$ cat src/hw/bier_regs.svh
`ifndef BIER_REGS_SVH
`define BIER_REGS_SVH
// ----------------------------------------------------------------
// Register offsets (byte addresses)
// ----------------------------------------------------------------
`define BIER_MOD_ERR_OFF   8'h00
`define BIER_BUS_ERR_OFF   8'h04
`define BIER_CAP_ADDR_OFF  8'h08
`define BIER_CAP_CMD_OFF   8'h0c
`define BIER_CTL_OFF       8'h10
// ----------------------------------------------------------------
// Module error register fields
// ----------------------------------------------------------------
`define BIER_M_STATPE      0
`define BIER_M_TAGPE       1
`define BIER_M_PMAPPE      2
`define BIER_M_BACKUP_MAP_PARITY_FLAG      3
`define BIER_M_ARBITRATION_DROP_FLAG     4
`define BIER_M_ARBITRATION_COLLISION_FLAG      5
`define BIER_M_W           6
// ----------------------------------------------------------------
// Bus error summary register fields
// ----------------------------------------------------------------
`define BIER_B_NODE_SPECIFIC_ERROR_SUMMARY        0
`define BIER_B_CMD_TRANSMIT_CHECK_FLAG        1
`define BIER_B_DATA_TRANSMIT_CHECK_FLAG        2
`define BIER_B_DIE         3
`define BIER_B_SHE         4
`define BIER_B_CAE         5
`define BIER_B_CONFIRM_MISUSE_ERROR        6
`define BIER_B_STE         7
`define BIER_B_NONEXISTENT_ADDRESS_FLAG        8
`define BIER_B_TDE         9
`define BIER_B_W           10
// ----------------------------------------------------------------
// Control register fields and timing
// ----------------------------------------------------------------
`define BIER_C_CHECK_EN    0
`define BIER_C_W           1
`define BIER_CTL_RST       1'h1
`define BIER_CNF_WAIT      4'h3
`define BIER_ARB_WAIT      4'h2
`define BIER_ADDR_W        32
`define BIER_CMD_W         4
`endif

$ cat src/hw/bier_pkg.sv
package bier_pkg;
  typedef enum logic [1:0] {BIER_ACK_NONE, BIER_ACK_OK, BIER_ACK_HERR}
    bier_ack_t;
  typedef enum {BIER_IDLE, BIER_GRANTED, BIER_WAIT_CNF} bier_tx_t;
endpackage : bier_pkg

$ cat src/hw/bier_ev_if.sv
`include "bier_regs.svh"
// Event bundle between the detector and the register file.
interface bier_ev_if;
  logic [`BIER_M_W-1:0]   mod_set;
  logic [`BIER_B_W-1:0]   bus_set;
  logic                   capture;
  logic [`BIER_ADDR_W-1:0] cap_addr;
  logic [`BIER_CMD_W-1:0] cap_cmd;
  logic                   irq4_src;
  logic                   irq5_src;
  modport src (output mod_set, bus_set, capture, cap_addr, cap_cmd);
  modport dst (input mod_set, bus_set, capture, cap_addr, cap_cmd,
               output irq4_src, irq5_src);
endinterface : bier_ev_if

$ cat src/hw/bier_regfile.sv
`include "bier_regs.svh"
// Error registers with Wishbone slave; software clears by writing ones.
module bier_regfile
  import bier_pkg::*;
(
  input  wire logic        clk_i,
  input  wire logic        rst_i,
  bier_ev_if.dst           ev,
  input  wire logic        cyc_i,
  input  wire logic        stb_i,
  input  wire logic        we_i,
  input  wire logic [7:0]  adr_i,
  input  wire logic [3:0]  sel_i,
  input  wire logic [31:0] dat_i,
  output logic      [31:0] dat_o,
  output logic             ack_o,
  output logic             check_en_o
);
  logic [`BIER_M_W-1:0]    mod_r, mod_nxt;
  logic [`BIER_B_W-1:0]    bus_r, bus_nxt;
  logic [`BIER_ADDR_W-1:0] addr_r, addr_nxt;
  logic [`BIER_CMD_W-1:0]  cmd_r, cmd_nxt;
  logic [`BIER_C_W-1:0]    ctl_r, ctl_nxt;
  logic                    ack_r, ack_nxt;
  logic [31:0]             dat_r, dat_nxt;
  logic                    wr;
  logic [31:0]             wm;
  always_comb
  begin
    // The write lands at the edge at which the master samples ack high.
    wr = cyc_i && stb_i && we_i && ack_r;
    wm = dat_i & {{8{sel_i[3]}}, {8{sel_i[2]}}, {8{sel_i[1]}},
                  {8{sel_i[0]}}};
    mod_nxt  = mod_r;
    bus_nxt  = bus_r;
    addr_nxt = addr_r;
    cmd_nxt  = cmd_r;
    ctl_nxt  = ctl_r;
    if (wr && adr_i == `BIER_MOD_ERR_OFF)
      mod_nxt = mod_r & ~wm[`BIER_M_W-1:0];
    if (wr && adr_i == `BIER_BUS_ERR_OFF)
      bus_nxt = bus_r & ~wm[`BIER_B_W-1:0];
    if (wr && adr_i == `BIER_CTL_OFF && sel_i[0])
      ctl_nxt = dat_i[`BIER_C_W-1:0];
    // Setting after clearing lets a new event win over a clear.
    mod_nxt = mod_nxt | ev.mod_set;
    bus_nxt = bus_nxt | ev.bus_set;
    // Capture only the first error, so the original cause is kept.
    if (ev.capture && !bus_r[`BIER_B_NODE_SPECIFIC_ERROR_SUMMARY] && !bus_r[`BIER_B_NONEXISTENT_ADDRESS_FLAG])
    begin
      addr_nxt = ev.cap_addr;
      cmd_nxt  = ev.cap_cmd;
    end
    ack_nxt = cyc_i && stb_i && !ack_r;
    unique case (adr_i)
      `BIER_MOD_ERR_OFF:  dat_nxt = 32'(mod_r);
      `BIER_BUS_ERR_OFF:  dat_nxt = 32'(bus_r);
      `BIER_CAP_ADDR_OFF: dat_nxt = 32'(addr_r);
      `BIER_CAP_CMD_OFF:  dat_nxt = 32'(cmd_r);
      `BIER_CTL_OFF:      dat_nxt = 32'(ctl_r);
      default:            dat_nxt = 32'h0;
    endcase
  end
  always_ff @(posedge clk_i)
  begin
    if (rst_i)
    begin
      mod_r  <= '0;
      bus_r  <= '0;
      addr_r <= '0;
      cmd_r  <= '0;
      ctl_r  <= `BIER_CTL_RST;
      ack_r  <= 1'b0;
      dat_r  <= '0;
    end
    else
    begin
      mod_r  <= mod_nxt;
      bus_r  <= bus_nxt;
      addr_r <= addr_nxt;
      cmd_r  <= cmd_nxt;
      ctl_r  <= ctl_nxt;
      ack_r  <= ack_nxt;
      dat_r  <= dat_nxt;
    end
  end
  assign ack_o      = ack_r;
  assign dat_o      = dat_r;
  assign check_en_o = ctl_r[`BIER_C_CHECK_EN];
  // Line 4 flags: status parity from either side, drop, nonexistent address.
  assign ev.irq4_src = mod_r[`BIER_M_ARBITRATION_DROP_FLAG] | bus_r[`BIER_B_NONEXISTENT_ADDRESS_FLAG]
                     | mod_r[`BIER_M_STATPE];
  assign ev.irq5_src = mod_r[`BIER_M_PMAPPE] | mod_r[`BIER_M_BACKUP_MAP_PARITY_FLAG]
                     | mod_r[`BIER_M_ARBITRATION_COLLISION_FLAG]
                     | (|bus_r[`BIER_B_STE:`BIER_B_CMD_TRANSMIT_CHECK_FLAG]);
endmodule : bier_regfile

$ cat src/hw/bier_sync.sv
// Two-stage synchroniser for a group of pins.
module bier_sync #(parameter int W = 1)
(
  input  wire logic         clk_i,
  input  wire logic         rst_i,
  input  wire logic [W-1:0] d_i,
  output logic      [W-1:0] q_o
);
  logic [W-1:0] s1_r;
  logic [W-1:0] s1_nxt;
  logic [W-1:0] q_r;
  logic [W-1:0] q_nxt;
  always_comb
  begin
    s1_nxt = d_i;
    q_nxt  = s1_r;
  end
  always_ff @(posedge clk_i)
  begin
    if (rst_i)
    begin
      s1_r <= '0;
      q_r  <= '0;
    end
    else
    begin
      s1_r <= s1_nxt;
      q_r  <= q_nxt;
    end
  end
  assign q_o = q_r;
endmodule : bier_sync

$ cat src/hw/bier_top.sv
`include "bier_regs.svh"
// Operation
// Status parity error on processor request returns hard-error acknowledgment.
// Status parity error on bus request raises interrupt line 4.
// Processor vectors hard-error ack and interrupts per its own priorities.
// Every reported error also asserts the bus ERROR line.
// Status parity sets status flag, summary flag, captures address and command.
// Status or backup-map parity error: ERROR on, SHARED and DIRTY off.
// Tag parity checked for processor only; hard-error ack, flags, capture.
// Primary-map parity on bus write backup hit: line 5, flags, capture.
// Primary-map error: DIRTY from backup map, SHARED asserted.
// Backup-map parity on bus lookup: line 5, flags, capture.
// Granted node without strobe: drop flag; hard-error ack or line 4.
// Request lines in forbidden cycle: line 5, collision flag, no capture.
// Driven command or data mismatching bus readback: line 5, check flag.
// Misplaced DIRTY, SHARED, strobe, confirm or STALL: line 5, misuse flag.
// Missing confirm: nonexistent flag, capture; hard-error ack or line 4.
// Missing-confirm transaction still runs its data cycles.
// Node driving at ERROR sets driving flag; never causes ERROR itself.
// Arbitration state resynchronises whenever bus ERROR is asserted.
// Asynchronous errors assert a module-level error signal.
// Interrupt lines stay high while any routed flag remains set.
module bier_top
  import bier_pkg::*;
(
  input  wire logic        clk_i,
  input  wire logic        rst_i,
  // Wishbone slave.
  input  wire logic        wb_cyc_i,
  input  wire logic        wb_stb_i,
  input  wire logic        wb_we_i,
  input  wire logic [7:0]  wb_adr_i,
  input  wire logic [3:0]  wb_sel_i,
  input  wire logic [31:0] wb_dat_i,
  output logic      [31:0] wb_dat_o,
  output logic             wb_ack_o,
  // Cache-side check results, same clock.
  input  wire logic        proc_req_i,
  input  wire logic        proc_done_i,
  input  wire logic        stat_pe_proc_i,
  input  wire logic        stat_pe_bus_i,
  input  wire logic        tag_pe_i,
  input  wire logic        bmap_lookup_i,
  input  wire logic        bmap_pe_i,
  input  wire logic        bmap_hit_i,
  input  wire logic        bmap_dirty_i,
  input  wire logic        bus_write_i,
  input  wire logic        pmap_pe_i,
  input  wire logic        pmap_hit_i,
  input  wire logic [31:0] req_addr_i,
  input  wire logic [3:0]  req_cmd_i,
  // Arbitration and transmit view, same clock.
  input  wire logic        grant_i,
  input  wire logic        grant_own_i,
  input  wire logic        req_allowed_i,
  input  wire logic        tx_drive_i,
  input  wire logic [31:0] tx_word_i,
  input  wire logic        tx_is_cmd_i,
  input  wire logic [4:0]  allowed_i,
  // Bus pins.
  input  wire logic        bus_req_i,
  input  wire logic        bus_strobe_i,
  input  wire logic        bus_confirm_i,
  input  wire logic        bus_shared_i,
  input  wire logic        bus_dirty_i,
  input  wire logic        bus_stall_i,
  input  wire logic        bus_error_i,
  input  wire logic [31:0] bus_word_i,
  // Outputs.
  output logic [1:0]       proc_ack_o,
  output logic             irq4_o,
  output logic             irq5_o,
  output logic             module_error_o,
  output logic             bus_error_o,
  output logic             bus_shared_o,
  output logic             bus_dirty_o,
  output logic             arb_resync_o
);
  // ----------------------------------------------------------------
  // Pin synchronisers
  // ----------------------------------------------------------------
  logic [38:0] pins_s;
  logic        s_req, s_str, s_cnf, s_shr, s_drt, s_stl, s_err;
  logic [31:0] s_word;
  bier_sync #(.W(39)) u_sync
  (
    .clk_i (clk_i),
    .rst_i (rst_i),
    .d_i   ({bus_req_i, bus_strobe_i, bus_confirm_i, bus_shared_i,
             bus_dirty_i, bus_stall_i, bus_error_i, bus_word_i}),
    .q_o   (pins_s)
  );
  assign {s_req, s_str, s_cnf, s_shr, s_drt, s_stl, s_err, s_word} = pins_s;
  // The same-clock view is delayed as far as the pins are, so a good echo
  // is never held against a word driven two cycles later.
  logic [39:0] view_d;
  logic        d_drive, d_cmd, d_req_ok;
  logic [4:0]  d_allowed;
  logic [31:0] d_word;
  bier_sync #(.W(40)) u_align
  (
    .clk_i (clk_i),
    .rst_i (rst_i),
    .d_i   ({tx_drive_i, tx_is_cmd_i, req_allowed_i, allowed_i, tx_word_i}),
    .q_o   (view_d)
  );
  assign {d_drive, d_cmd, d_req_ok, d_allowed, d_word} = view_d;

  bier_ev_if ev ();
  logic check_en;
  bier_regfile u_regs
  (
    .clk_i      (clk_i),
    .rst_i      (rst_i),
    .ev         (ev),
    .cyc_i      (wb_cyc_i),
    .stb_i      (wb_stb_i),
    .we_i       (wb_we_i),
    .adr_i      (wb_adr_i),
    .sel_i      (wb_sel_i),
    .dat_i      (wb_dat_i),
    .dat_o      (wb_dat_o),
    .ack_o      (wb_ack_o),
    .check_en_o (check_en)
  );

  // ----------------------------------------------------------------
  // Transaction tracking
  // ----------------------------------------------------------------
  bier_tx_t    st_r, st_nxt;
  logic [3:0]  cnt_r, cnt_nxt;
  logic        own_r, own_nxt;
  logic        drop_ev, nxa_ev;
  always_comb
  begin
    st_nxt  = st_r;
    cnt_nxt = cnt_r;
    own_nxt = own_r;
    drop_ev = 1'b0;
    nxa_ev  = 1'b0;
    if (s_err)
      st_nxt = BIER_IDLE;
    else
      unique case (st_r)
        BIER_IDLE:
          if (grant_i)
          begin
            st_nxt  = BIER_GRANTED;
            cnt_nxt = `BIER_ARB_WAIT;
            own_nxt = grant_own_i;
          end
        BIER_GRANTED:
          if (s_str)
          begin
            st_nxt  = BIER_WAIT_CNF;
            cnt_nxt = `BIER_CNF_WAIT;
          end
          else if (cnt_r == 4'h0)
          begin
            drop_ev = 1'b1;
            st_nxt  = BIER_IDLE;
          end
          else
            cnt_nxt = cnt_r - 4'h1;
        BIER_WAIT_CNF:
          if (s_cnf)
            st_nxt = BIER_IDLE;
          else if (cnt_r == 4'h0)
          begin
            // Data cycles are not aborted; only the flag is raised.
            nxa_ev = 1'b1;
            st_nxt = BIER_IDLE;
          end
          else
            cnt_nxt = cnt_r - 4'h1;
      endcase
  end

  // ----------------------------------------------------------------
  // Error detection
  // ----------------------------------------------------------------
  logic        pmap_ev, bmap_ev, tag_ev, cmd_transmit_check_flag, data_transmit_check_flag, col_ev;
  logic [4:0]  misuse;
  logic        sync_err;
  logic        bus_error_r, bus_error_nxt;
  always_comb
  begin
    tag_ev  = tag_pe_i && proc_req_i;
    bmap_ev = bmap_lookup_i && bmap_pe_i;
    pmap_ev = bus_write_i && bmap_hit_i && pmap_pe_i;
    col_ev  = s_req && !d_req_ok;
    cmd_transmit_check_flag    = check_en && d_drive && d_cmd
              && (d_word != s_word);
    data_transmit_check_flag    = check_en && d_drive && !d_cmd
              && (d_word != s_word);
    misuse  = {s_stl, s_cnf, s_str, s_shr, s_drt} & ~d_allowed;
    sync_err = (stat_pe_proc_i && proc_req_i) || tag_ev
               || (proc_req_i && own_r && (drop_ev || nxa_ev));
    ev.mod_set = {col_ev, drop_ev, bmap_ev, pmap_ev, tag_ev,
                  stat_pe_proc_i | stat_pe_bus_i};
    ev.bus_set = '0;
    ev.bus_set[`BIER_B_NODE_SPECIFIC_ERROR_SUMMARY] = (|ev.mod_set);
    ev.bus_set[`BIER_B_CMD_TRANSMIT_CHECK_FLAG] = cmd_transmit_check_flag;
    ev.bus_set[`BIER_B_DATA_TRANSMIT_CHECK_FLAG] = data_transmit_check_flag;
    ev.bus_set[`BIER_B_STE:`BIER_B_DIE] = misuse;
    ev.bus_set[`BIER_B_NONEXISTENT_ADDRESS_FLAG] = nxa_ev;
    // Set only when another node raised ERROR while this node drove.
    ev.bus_set[`BIER_B_TDE] = s_err && !bus_error_r && d_drive;
    ev.capture  = stat_pe_proc_i | stat_pe_bus_i | tag_ev | pmap_ev
                  | bmap_ev | drop_ev | nxa_ev;
    ev.cap_addr = req_addr_i;
    ev.cap_cmd  = req_cmd_i;
  end

  // ----------------------------------------------------------------
  // Output registers
  // ----------------------------------------------------------------
  logic [1:0] ack_r, ack_nxt;
  logic       irq4_r, irq4_nxt, irq5_r, irq5_nxt;
  logic       merr_r, merr_nxt;
  logic       shr_r, shr_nxt, drt_r, drt_nxt;
  logic       rs_r, rs_nxt;
  logic       async_ev;
  always_comb
  begin
    async_ev = stat_pe_bus_i | pmap_ev | bmap_ev | col_ev | cmd_transmit_check_flag | data_transmit_check_flag
               | (|misuse) | ((drop_ev | nxa_ev) & !(proc_req_i && own_r));
    ack_nxt = BIER_ACK_NONE;
    if (proc_req_i && sync_err)
      ack_nxt = BIER_ACK_HERR;
    else if (proc_done_i)
      ack_nxt = BIER_ACK_OK;
    // The routed flags keep the line high until software clears them.
    irq4_nxt = ev.irq4_src;
    irq5_nxt = ev.irq5_src;
    merr_nxt = irq4_nxt | irq5_nxt;
    // Driving-node flag is excluded here so it never raises ERROR.
    bus_error_nxt = sync_err | async_ev;
    shr_nxt = 1'b0;
    drt_nxt = 1'b0;
    if (stat_pe_bus_i || bmap_ev)
    begin
      shr_nxt = 1'b0;
      drt_nxt = 1'b0;
    end
    else if (pmap_ev)
    begin
      shr_nxt = 1'b1;
      drt_nxt = bmap_dirty_i;
    end
    else if (bmap_lookup_i && bmap_hit_i)
    begin
      shr_nxt = pmap_hit_i;
      drt_nxt = bmap_dirty_i;
    end
    rs_nxt = s_err;
  end
  always_ff @(posedge clk_i)
  begin
    if (rst_i)
    begin
      st_r        <= BIER_IDLE;
      cnt_r       <= '0;
      own_r       <= 1'b0;
      ack_r       <= BIER_ACK_NONE;
      irq4_r      <= 1'b0;
      irq5_r      <= 1'b0;
      bus_error_r <= 1'b0;
      shr_r       <= 1'b0;
      drt_r       <= 1'b0;
      rs_r        <= 1'b0;
      merr_r      <= 1'b0;
    end
    else
    begin
      st_r        <= st_nxt;
      cnt_r       <= cnt_nxt;
      own_r       <= own_nxt;
      ack_r       <= ack_nxt;
      irq4_r      <= irq4_nxt;
      irq5_r      <= irq5_nxt;
      bus_error_r <= bus_error_nxt;
      shr_r       <= shr_nxt;
      drt_r       <= drt_nxt;
      rs_r        <= rs_nxt;
      merr_r      <= merr_nxt;
    end
  end
  assign proc_ack_o     = ack_r;
  assign irq4_o         = irq4_r;
  assign irq5_o         = irq5_r;
  assign module_error_o = merr_r;
  assign bus_error_o    = bus_error_r;
  assign bus_shared_o   = shr_r;
  assign bus_dirty_o    = drt_r;
  assign arb_resync_o   = rs_r;
endmodule : bier_top

$ cat config.mk
export PLATFORM = sky130hd
export DESIGN_NAME = bier_top
export DESIGN_NICKNAME = d
export VERILOG_FILES = /design/src/hw/bier_pkg.sv /design/src/hw/bier_ev_if.sv /design/src/hw/bier_regfile.sv /design/src/hw/bier_sync.sv /design/src/hw/bier_top.sv
export VERILOG_INCLUDE_DIRS = /design/src /design/src/hw
export SDC_FILE = /design/constraint.sdc
export NUM_CORES = 1
export LEC_CHECK = 0
export ABC_AREA = 0
export BUFFER_PORTS_ARGS = -buffer_cell sky130_fd_sc_hd__buf_2
export CORE_AREA = 4 4 169 171
export CTS_CLUSTER_SIZE = 8
export DETAILED_ROUTE_END_ITERATION = 7
export DIE_AREA = 0 0 173 175
export SLEW_MARGIN = 20
export SYNTH_ARGS = -nofsm -noshare
export SYNTH_HDL_FRONTEND = slang
export SYNTH_SLANG_ARGS = --single-unit
$ cat constraint.sdc
create_clock -name clk_i -period 3.45 [get_ports clk_i]
set_input_delay 0.345 -clock clk_i [delete_from_list [all_inputs] [get_ports clk_i]]
set_output_delay 0.345 -clock clk_i [all_outputs]
set_load 0.005 [all_outputs]
==> out/metrics.yaml, run 1 <==
p_total_mw: 7.55
crit_path_end_kind: "register"
synthFlopType: "dfxtp_1"
groute.usage.overall_pct: 12.7
io_buffer_count: 195
drv_cap: 0
via_per_inst: 4.41
syn_area_um2: 9370
dp_slack_ps: 1150
dieArea_um2: 30300
drc_errors: 0
crit_buf_inv: 3
setup_viol: 0
synth-compound-area-share_pct: 4.97
finClkSkew_ps: 29.5
setup_tns_ps: 0
dr_wl_met3_um: 1340
die_w_um: 173
final_common_cell: "dfxtp_1"
vias: 6454
antenna_found_initial: 0
numClockSinks: 290
fin_crit_sh_pct: 67.7
worstMarginPinSlew_ps: 886
nets: 1296
clk_latency_ps: 530
first_pass_iters: 4
start_util_pct: 34.9
ir_drop_uv: 376
start_kind: "register"
wl_met2_um: 8370
insertedDiodeCount: 0
crit_chain: "inv_1 > ha_1 > inv_2 > or3_1 > nor3_1 > a31oi_4 > buf_4 > mux2i_1"
cpPeakStageDelay_ps: 430
io_pins: 220
placed_cells: 1399
grt_pass1_wl_um: 31700
synth_edf_count: 0
synth_area_leaders: "dfxtp_1 62%, nor2b_1 11%, mux2i_1 4.0%"
cts_setup_buffers: 0
drt_wl_total_um: 19700
hold_viol_final: 0
fin_crit_ps: 2340
place_hpwl_um: 13800
top_layer: "met4"
cp_max_fo: 36
clkTransAtPathRegs_ps: 50
max_slew_margin_pct: 40.9
synth_xor_area_share_pct: 2.99
synth_simple_gate_area_share_pct: 22.8
die_y_um: 175
crit_type: "register to register"
synthMuxAreaShare_pct: 4.55
synth_top_family_by_area: "simple AND/OR/NAND/NOR gates"
stdcell_count: 1463
drtAntennaViolNets: 0
wl_per_cell_um: 13.4
p_leak_nw: 5.40
layout_common_cells: "290 x dfxtp_1, 194 x buf_2, 164 x nor2b_1"
hold_class: "input port to register"
rows: 60
cp_data_required_time_ps: 3800
cts_tree: "built"
outcome: "finished clean"
fmax_mhz: 428
cts_buffers: 42
yosys.area.top_type_share_pct: 62.0
drive_above_1_share_pct: 24.5
synth.distinct_cells: 54
synth_fa_ha_area_share_pct: 0.134
grt_max_degree: 92
syn_avg_cell_area_um2: 10.7
ys_seq_area_share_pct: 62.0
synthCells: 872
cts_buffer_depth: 3
critPathArrivalTime_ps: 2690
cts_max_level: 2
cpMaxStageDelayCell: "or3_1"
first_iter_violations: 266
fin_ws_ps: 1110
power_density_nw_per_um2: 625
area_growth_pct: 28.8
coreArea_um2: 26900
ys_ff_latch: 290
grt_pass1_vias: 6278
yosysTopAreaCell: "dfxtp_1"
drv_slew: 0
async_reset_ff_share_pct: 0
drt-met1-wl_um: 9560
rsz0062_at_grt: "false"
post_cts_resized: 0
critical_path.top_delay_family: "simple AND/OR/NAND/NOR gates"
yosys_warnings: 0
grt_overflow_total: 0
root_buffer: "clkbuf_16"
gp_congestion: 0.801
cells in the mapped netlist (5+ instances only):
master    number
dfxtp_1      290
nor2b_1      164
nand2_1       97
mux2i_1       37
clkbuf_1      35
xor2_1        32
nor2_1        26
and3_1        23
a21oi_1       20
o21ai_0       18
nor4_1        13
nand4_1       12
a22oi_1        8
inv_1          8
nand2b_1       8
nand3_1        7
nor3_1         7
buf_2          6
mux2_2         5
nor4_2         5
flip-flops by register name, summed over array words and instances, names as in the netlist, 2 cells and up:
name	count
cnt_r	4
proc_ack_o	2
st_r	32
u_align.q_nxt	40
u_align.q_o	40
u_regs.addr_r	32
u_regs.bus_r	10
u_regs.cmd_r	4
u_regs.dat_o	32
u_regs.mod_r	6
u_sync.q_nxt	39
u_sync.q_o	39
worst reg2reg max path: cells and delay by family (launching register included):
| kind | cells | cell delay, ps |
|---|---|---|
| fa+ha+maj | 1 | 240 |
| mux | 1 | 250 |
| compound gates | 1 | 120 |
| simple gates | 2 | 760 |
| buf+inv | 3 | 480 |
| flops | 1 | 330 |
layer usage:
layer | vias to the layer above | global-route usage [%]
li1 | 3323 | -
met1 | 2895 | 17.0
met2 | 203 | 19.8
met3 | 33 | 3.76
met4 | 0 | 4.22
met5 | - | 0
final cells by class:
| type | count | area, um^2 |
|---|---|---|
| clock buffers | 46 | 1090 |
| flip-flops and latches | 290 | 5810 |
| multi-input cells | 556 | 3450 |
| clock inverters | 3 | 76.3 |
| repair buffers | 218 | 1190 |
| well taps | 341 | 427 |
| fillers | 2557 | 14800 |
| inverters | 9 | 33.8 |
through the flow:
stage          hold slack, ps  cell area (um^2)  util (%)
2_1_floorplan             414              9480         -
3_3_place_gp              418             10800      40.0
3_5_place_dp              420             10800      40.0
4_1_cts                 0.143             12100      44.9
5_1_grt                  12.8             12100      44.9
6_report                 23.4             12100      44.9
worst paths after layout:
check | start | to | slack [ps] | depth (start not counted)
setup / recovery | cnt_r[0] | u_regs.addr_r[17] | 1110 | 8
hold / removal | tx_word_i[10] | u_align.q_nxt[10] | 20 | 2
setup reg to reg | cnt_r[0] | u_regs.addr_r[17] | 1110 | 8
hold reg to reg | u_sync.q_nxt[29] | u_sync.q_o[29] | 420 | 1
logic make-up after synthesis:
kind of cell,after synthesis
xor+xnor,32
flops,290
fa+ha+maj,1
other cells,1
mux,42
compound gates,72
simple gates,379
buf+inv,55
report_power, final:
group	internal (mW)	leakage, nW	switching (mW)	total, mW
registers	3.51	2.39	0.0557	3.57
clock network	2.21	0.564	1.35	3.56
logic	0.210	2.44	0.207	0.416
timing repair:
action	4_1_cts	5_1_grt
endpoints found under the setup margin	0	0
hold endpoints to repair	15	0
hold buffers	15	0
No activity file was read; power rests on OpenSTA's default activity.
==> run 2, diff against run 1 <==
ABC_AREA = 1   (was 0)
CORE_AREA = 4 4 172 174   (was 4 4 169 171)
DIE_AREA = 0 0 176 178   (was 0 0 173 175)
clock period = 2.04 ns   (was 3.45 ns; I/O delays follow)
==> out/metrics.yaml, run 2 <==
outcome: "finished clean"
fin_area_um2: 13600
start_kind: "register"
crit_chain: "inv_1 > ha_1 > nand2_2 > nor3_1 > nand3_2 > buf_4 > nand2_1 > nand2_1 > nand2_1 > nor2_1 > a21oi_1"
crit_top_cell: "nand2_1"
grt_pass1_wl_um: 37000
finClkSkew_ps: 17.0
postLayoutCoreUtil_pct: 49.0
antenna_found_initial: 0
grt_overflow_total: 0
power_density_nw_per_um2: 942
rr_worst_depth: 11
groute.usage.overall_pct: 14.2
cp_data_required_time_ps: 2470
rsz0062_at_grt: "false"
dieArea_um2: 31300
fin_crit_ps: 1840
synth_area_leaders: "dfxtp_1 60%, inv_1 8.6%, nor2_1 8.6%"
final_common_cell: "dfxtp_1"
die_y_um: 178
yosysMostFrequentCell: "dfxtp_1"
async_reset_ff_share_pct: 0
cts_tree: "built"
via_per_inst: 4.19
grt_max_degree: 168
gp_congestion: 0.839
whs_ps: 32.0
p_total_mw: 12.8
fin_crit_sh_pct: 90.4
worstMarginPinSlew_ps: 801
cp_max_fo: 9
place_hpwl_um: 14500
drv_slew: 0
crit_buf_inv: 2
p_leak_nw: 6.48
cts_buffer_depth: 3
first_pass_iters: 4
ys_ff_latch: 290
critical_path_depth: 11
area_growth_pct: 40.0
die_w_um: 176
stdcell_count: 1935
clkTransAtPathRegs_ps: 50
dp_slack_ps: 18.2
synth_common_cells: "290 x dfxtp_1, 224 x inv_1, 224 x nor2_1, 188 x nand2_1, 61 x a21oi_1"
drive_above_1_share_pct: 17.9
ys_seq_area_share_pct: 59.7
first_iter_violations: 334
max_slew_margin_pct: 46.6
layout_common_cells: "290 x dfxtp_1, 224 x inv_1, 224 x nor2_1"
syn_avg_cell_area_um2: 8.22
drv_cap: 0
crit_type: "register to register"
setup_viol: 0
clk_latency_ps: 510
vias: 8101
critical_path.top_delay_family: "simple AND/OR/NAND/NOR gates"
crit_path_end_kind: "register"
nets: 1734
synthCells: 1183
io_pins: 220
drtAntennaViolNets: 0
drt_wl_total_um: 22800
start_util_pct: 35.0
syn_area_um2: 9730
io_buffer_count: 195
synth_edf_count: 0
hold_class: "input port to register"
rows: 61
synthFlopType: "dfxtp_1"
hold_viol_final: 0
cpMaxStageDelayCell: "dfxtp_1"
critPathArrivalTime_ps: 2270
holdPathStages: 3
placed_area_um2: 11200
insertedDiodeCount: 0
root_buffer: "clkbuf_16"
drc_errors: 0
cpPeakStageDelay_ps: 300
setup_tns_ps: 0
ir_drop_uv: 513
fin_ws_ps: 197
fmax_mhz: 543
cts_max_level: 2
numClockSinks: 290
cts_buffers: 42
yosys.area.top_type_share_pct: 59.7
coreArea_um2: 27800
grt_pass1_vias: 7840
yosysTopAreaCell: "dfxtp_1"
synth.distinct_cells: 37
wl_per_cell_um: 11.8
yosys_warnings: 0
placed_cells: 1754
==> run 2: power by group <==
part / internal [mW] / switching [mW] / leakage [nW] / total [mW]
sequential: 5.94 / 0.0946 / 2.39 / 6.03
clock: 3.68 / 2.18 / 0.536 / 5.86
combinational: 0.481 / 0.460 / 3.55 / 0.942
total: 10.1 / 2.74 / 6.48 / 12.8
==> run 2: worst min-delay path: stages <==
cell     delay (ps)
buf_2           100
o21ai_0          80
a21oi_1         100
==> run 2: final cells by class <==
cell class,instances,area [um^2]
Tap cell,378,473
Clock buffer,44,1080
Timing Repair Buffer,338,2400
Sequential cell,290,5810
Multi-Input combinational cell,656,3000
Inverter,227,852
Clock inverter,2,16.3
Fill cell,2640,14200
==> run 2: final timing paths <==
kind / start / to / slack, ps
setup / recovery: cnt_r[0] / bus_error_o / 200
hold / removal: grant_own_i / own_r / 30
setup reg to reg: cnt_r[0] / bus_error_o / 200
hold reg to reg: u_align.q_nxt[38] / u_align.q_o[38] / 390
==> run 2: cell families after synthesis <==
group,count (synthesis),share of synthesized area (%)
other,1,0.0385
XOR/XNOR,34,3.06
AND/OR/NAND/NOR,495,21.1
AO/OA/AOI/OAI,95,5.12
buffers and inverters,267,10.8
adder cells (fa/ha/maj),1,0.129
flip-flops,290,59.7
==> run 2: what timing repair did <==
| action | CTS | global route |
|---|---|---|
| setup buffers | 0 | 8 |
| setup endpoints to repair | 0 | 37 |
| hold buffers | 126 | 0 |
| endpoints found under the hold margin | 123 | 0 |
| gates resized for setup | 0 | 3 |
==> run 2: routing by layer <==
metal	GRT usage (%)	routed length, um
met3	3.52	1490
met5	0	0
met2	23.3	10500
met1	18.5	10300
met4	4.81	542
==> run 3, diff against run 2 <==
CTS_BUF_LIST = sky130_fd_sc_hd__clkbuf_2 sky130_fd_sc_hd__clkbuf_4 sky130_fd_sc_hd__clkbuf_8   (was unset)
==> out/metrics.yaml, run 3 (same netlist as run 2, synthesis figures left out) <==
outcome: "finished clean"
clk_latency_ps: 550
hold_class: "input port to register"
final_common_cell: "dfxtp_1"
fin_crit_ps: 1840
nets: 1749
finClkSkew_ps: 13.7
r2r-start: "cnt_r[0]"
setup_viol: 0
rows: 61
cts_tree: "built"
reg2reg_slack_ps: 200
fmax_mhz: 542
drv_cap: 0
worstMarginPinSlew_ps: 741
cts_buffers: 49
cpMaxStageDelayCell: "dfxtp_1"
critical_path.top_delay_family: "simple AND/OR/NAND/NOR gates"
dp_slack_ps: 18.2
wl_per_cell_um: 11.4
grt_max_degree: 168
via_per_inst: 4.09
max_slew_margin_pct: 50.6
layout.area.seq_um2: 5810
vias: 8119
area_growth_pct: 40.7
crit_buf_inv: 3
rr_worst_depth: 10
critical_path_depth: 10
multi_input_area_um2: 3000
root_buffer: "clkbuf_8"
insertedDiodeCount: 0
numClockSinks: 290
r2r-end: "u_regs.addr_r[28]"
clkTransAtPathRegs_ps: 60
p_leak_nw: 6.56
fin_ws_ps: 195
layout_common_cells: "290 x dfxtp_1, 224 x inv_1, 223 x nor2_1"
holdPathStages: 3
grt_overflow_total: 0
groute.usage.overall_pct: 14.1
drc_errors: 0
crit_path_end_kind: "register"
cp_max_fo: 9
critPathArrivalTime_ps: 2320
io_buffer_count: 195
io_pins: 220
start_kind: "register"
drive_above_1_share_pct: 20.0
drv_slew: 0
cts_max_level: 2
grt_pass1_vias: 7897
coreArea_um2: 27800
gp_congestion: 0.839
cpPeakStageDelay_ps: 310
power_density_nw_per_um2: 915
drtAntennaViolNets: 0
endpoint: "u_regs.addr_r[28]"
p_total_mw: 12.5
grt_pass1_wl_um: 36700
hold_viol_final: 0
dieArea_um2: 31300
fillers: 2635
place_hpwl_um: 14500
crit_chain: "inv_1 > ha_1 > nand2_2 > nor3_1 > nand3_2 > buf_4 > buf_4 > nand3_2 > nand3_1 > a21oi_1"
rsz0062_at_grt: "false"
die_y_um: 178
die_w_um: 176
drt_wl_total_um: 22500
postLayoutCoreUtil_pct: 49.3
crit_type: "register to register"
first_iter_violations: 335
antenna_found_initial: 0
cp_data_required_time_ps: 2510
ir_drop_uv: 619
worstSetupStartpoint: "cnt_r[0]"
start_util_pct: 35.0
fin_crit_sh_pct: 90.4
cts_buffer_depth: 3
setup_tns_ps: 0
first_pass_iters: 5
run 3: per-stage QoR:
stage | instance area, um^2 | instances | hold slack [ps]
after floorplan | 9840 | 1212 | 311
after global placement | 11200 | 1754 | 390
after detailed placement | 11200 | 1754 | 392
after CTS | 13600 | 1974 | 12.1
after global routing | 13700 | 1983 | 27.0
final | 13700 | 1983 | 52.9
run 3: cell type report:
cell class                      count  area share (%)
Clock buffer                       79            6.84
Timing Repair Buffer              346            18.1
Clock inverter                      7            1.06
Tap cell                          378            3.45
Sequential cell                   290            42.4
Multi-Input combinational cell    656            21.9
Inverter                          227            6.22
run 3: worst min-delay path by stage:
stage	slack, ps	end	from
after floorplan	310	u_align.q_nxt[0]	tx_word_i[0]
after global routing	30	u_regs.mod_r[2]	bus_write_i
after CTS	10	u_regs.mod_r[2]	bus_write_i
final	50	u_regs.mod_r[2]	bus_write_i
after detailed placement	390	u_align.q_o[11]	u_align.q_nxt[11]
after global placement	390	u_sync.q_o[38]	u_sync.q_nxt[38]
run 3: repair_timing:
item / CTS / global route
hold buffers: 134 / 0
endpoints found under the hold margin: 128 / 0
gates resized for setup: 0 / 5
setup endpoints to repair: 0 / 38
buffers inserted: 0 / 8
run 3: routing by layer:
metal	track usage (%)	vias to the layer above	wire length [um]
met1	18.5	3552	10200
li1	-	4269	-
met4	4.97	0	616
met5	0	-	0
met3	3.39	51	1490
met2	22.7	247	10200
run 3: worst reg2reg max path: cells and delay by family, from the launching register on:
family / cells / cell delay (ps)
adders and majority gates: 1 / 220
buffers and inverters: 3 / 420
AOI/OAI and AO/OA: 1 / 140
and+or+nand+nor: 5 / 690
DFF: 1 / 310
run 3: where the power goes:
group	total (mW)	internal (mW)	switching, mW
combinational	0.950	0.488	0.462
sequential	6.02	5.92	0.0946
clock	5.56	3.40	2.15
total	12.5	9.82	2.71
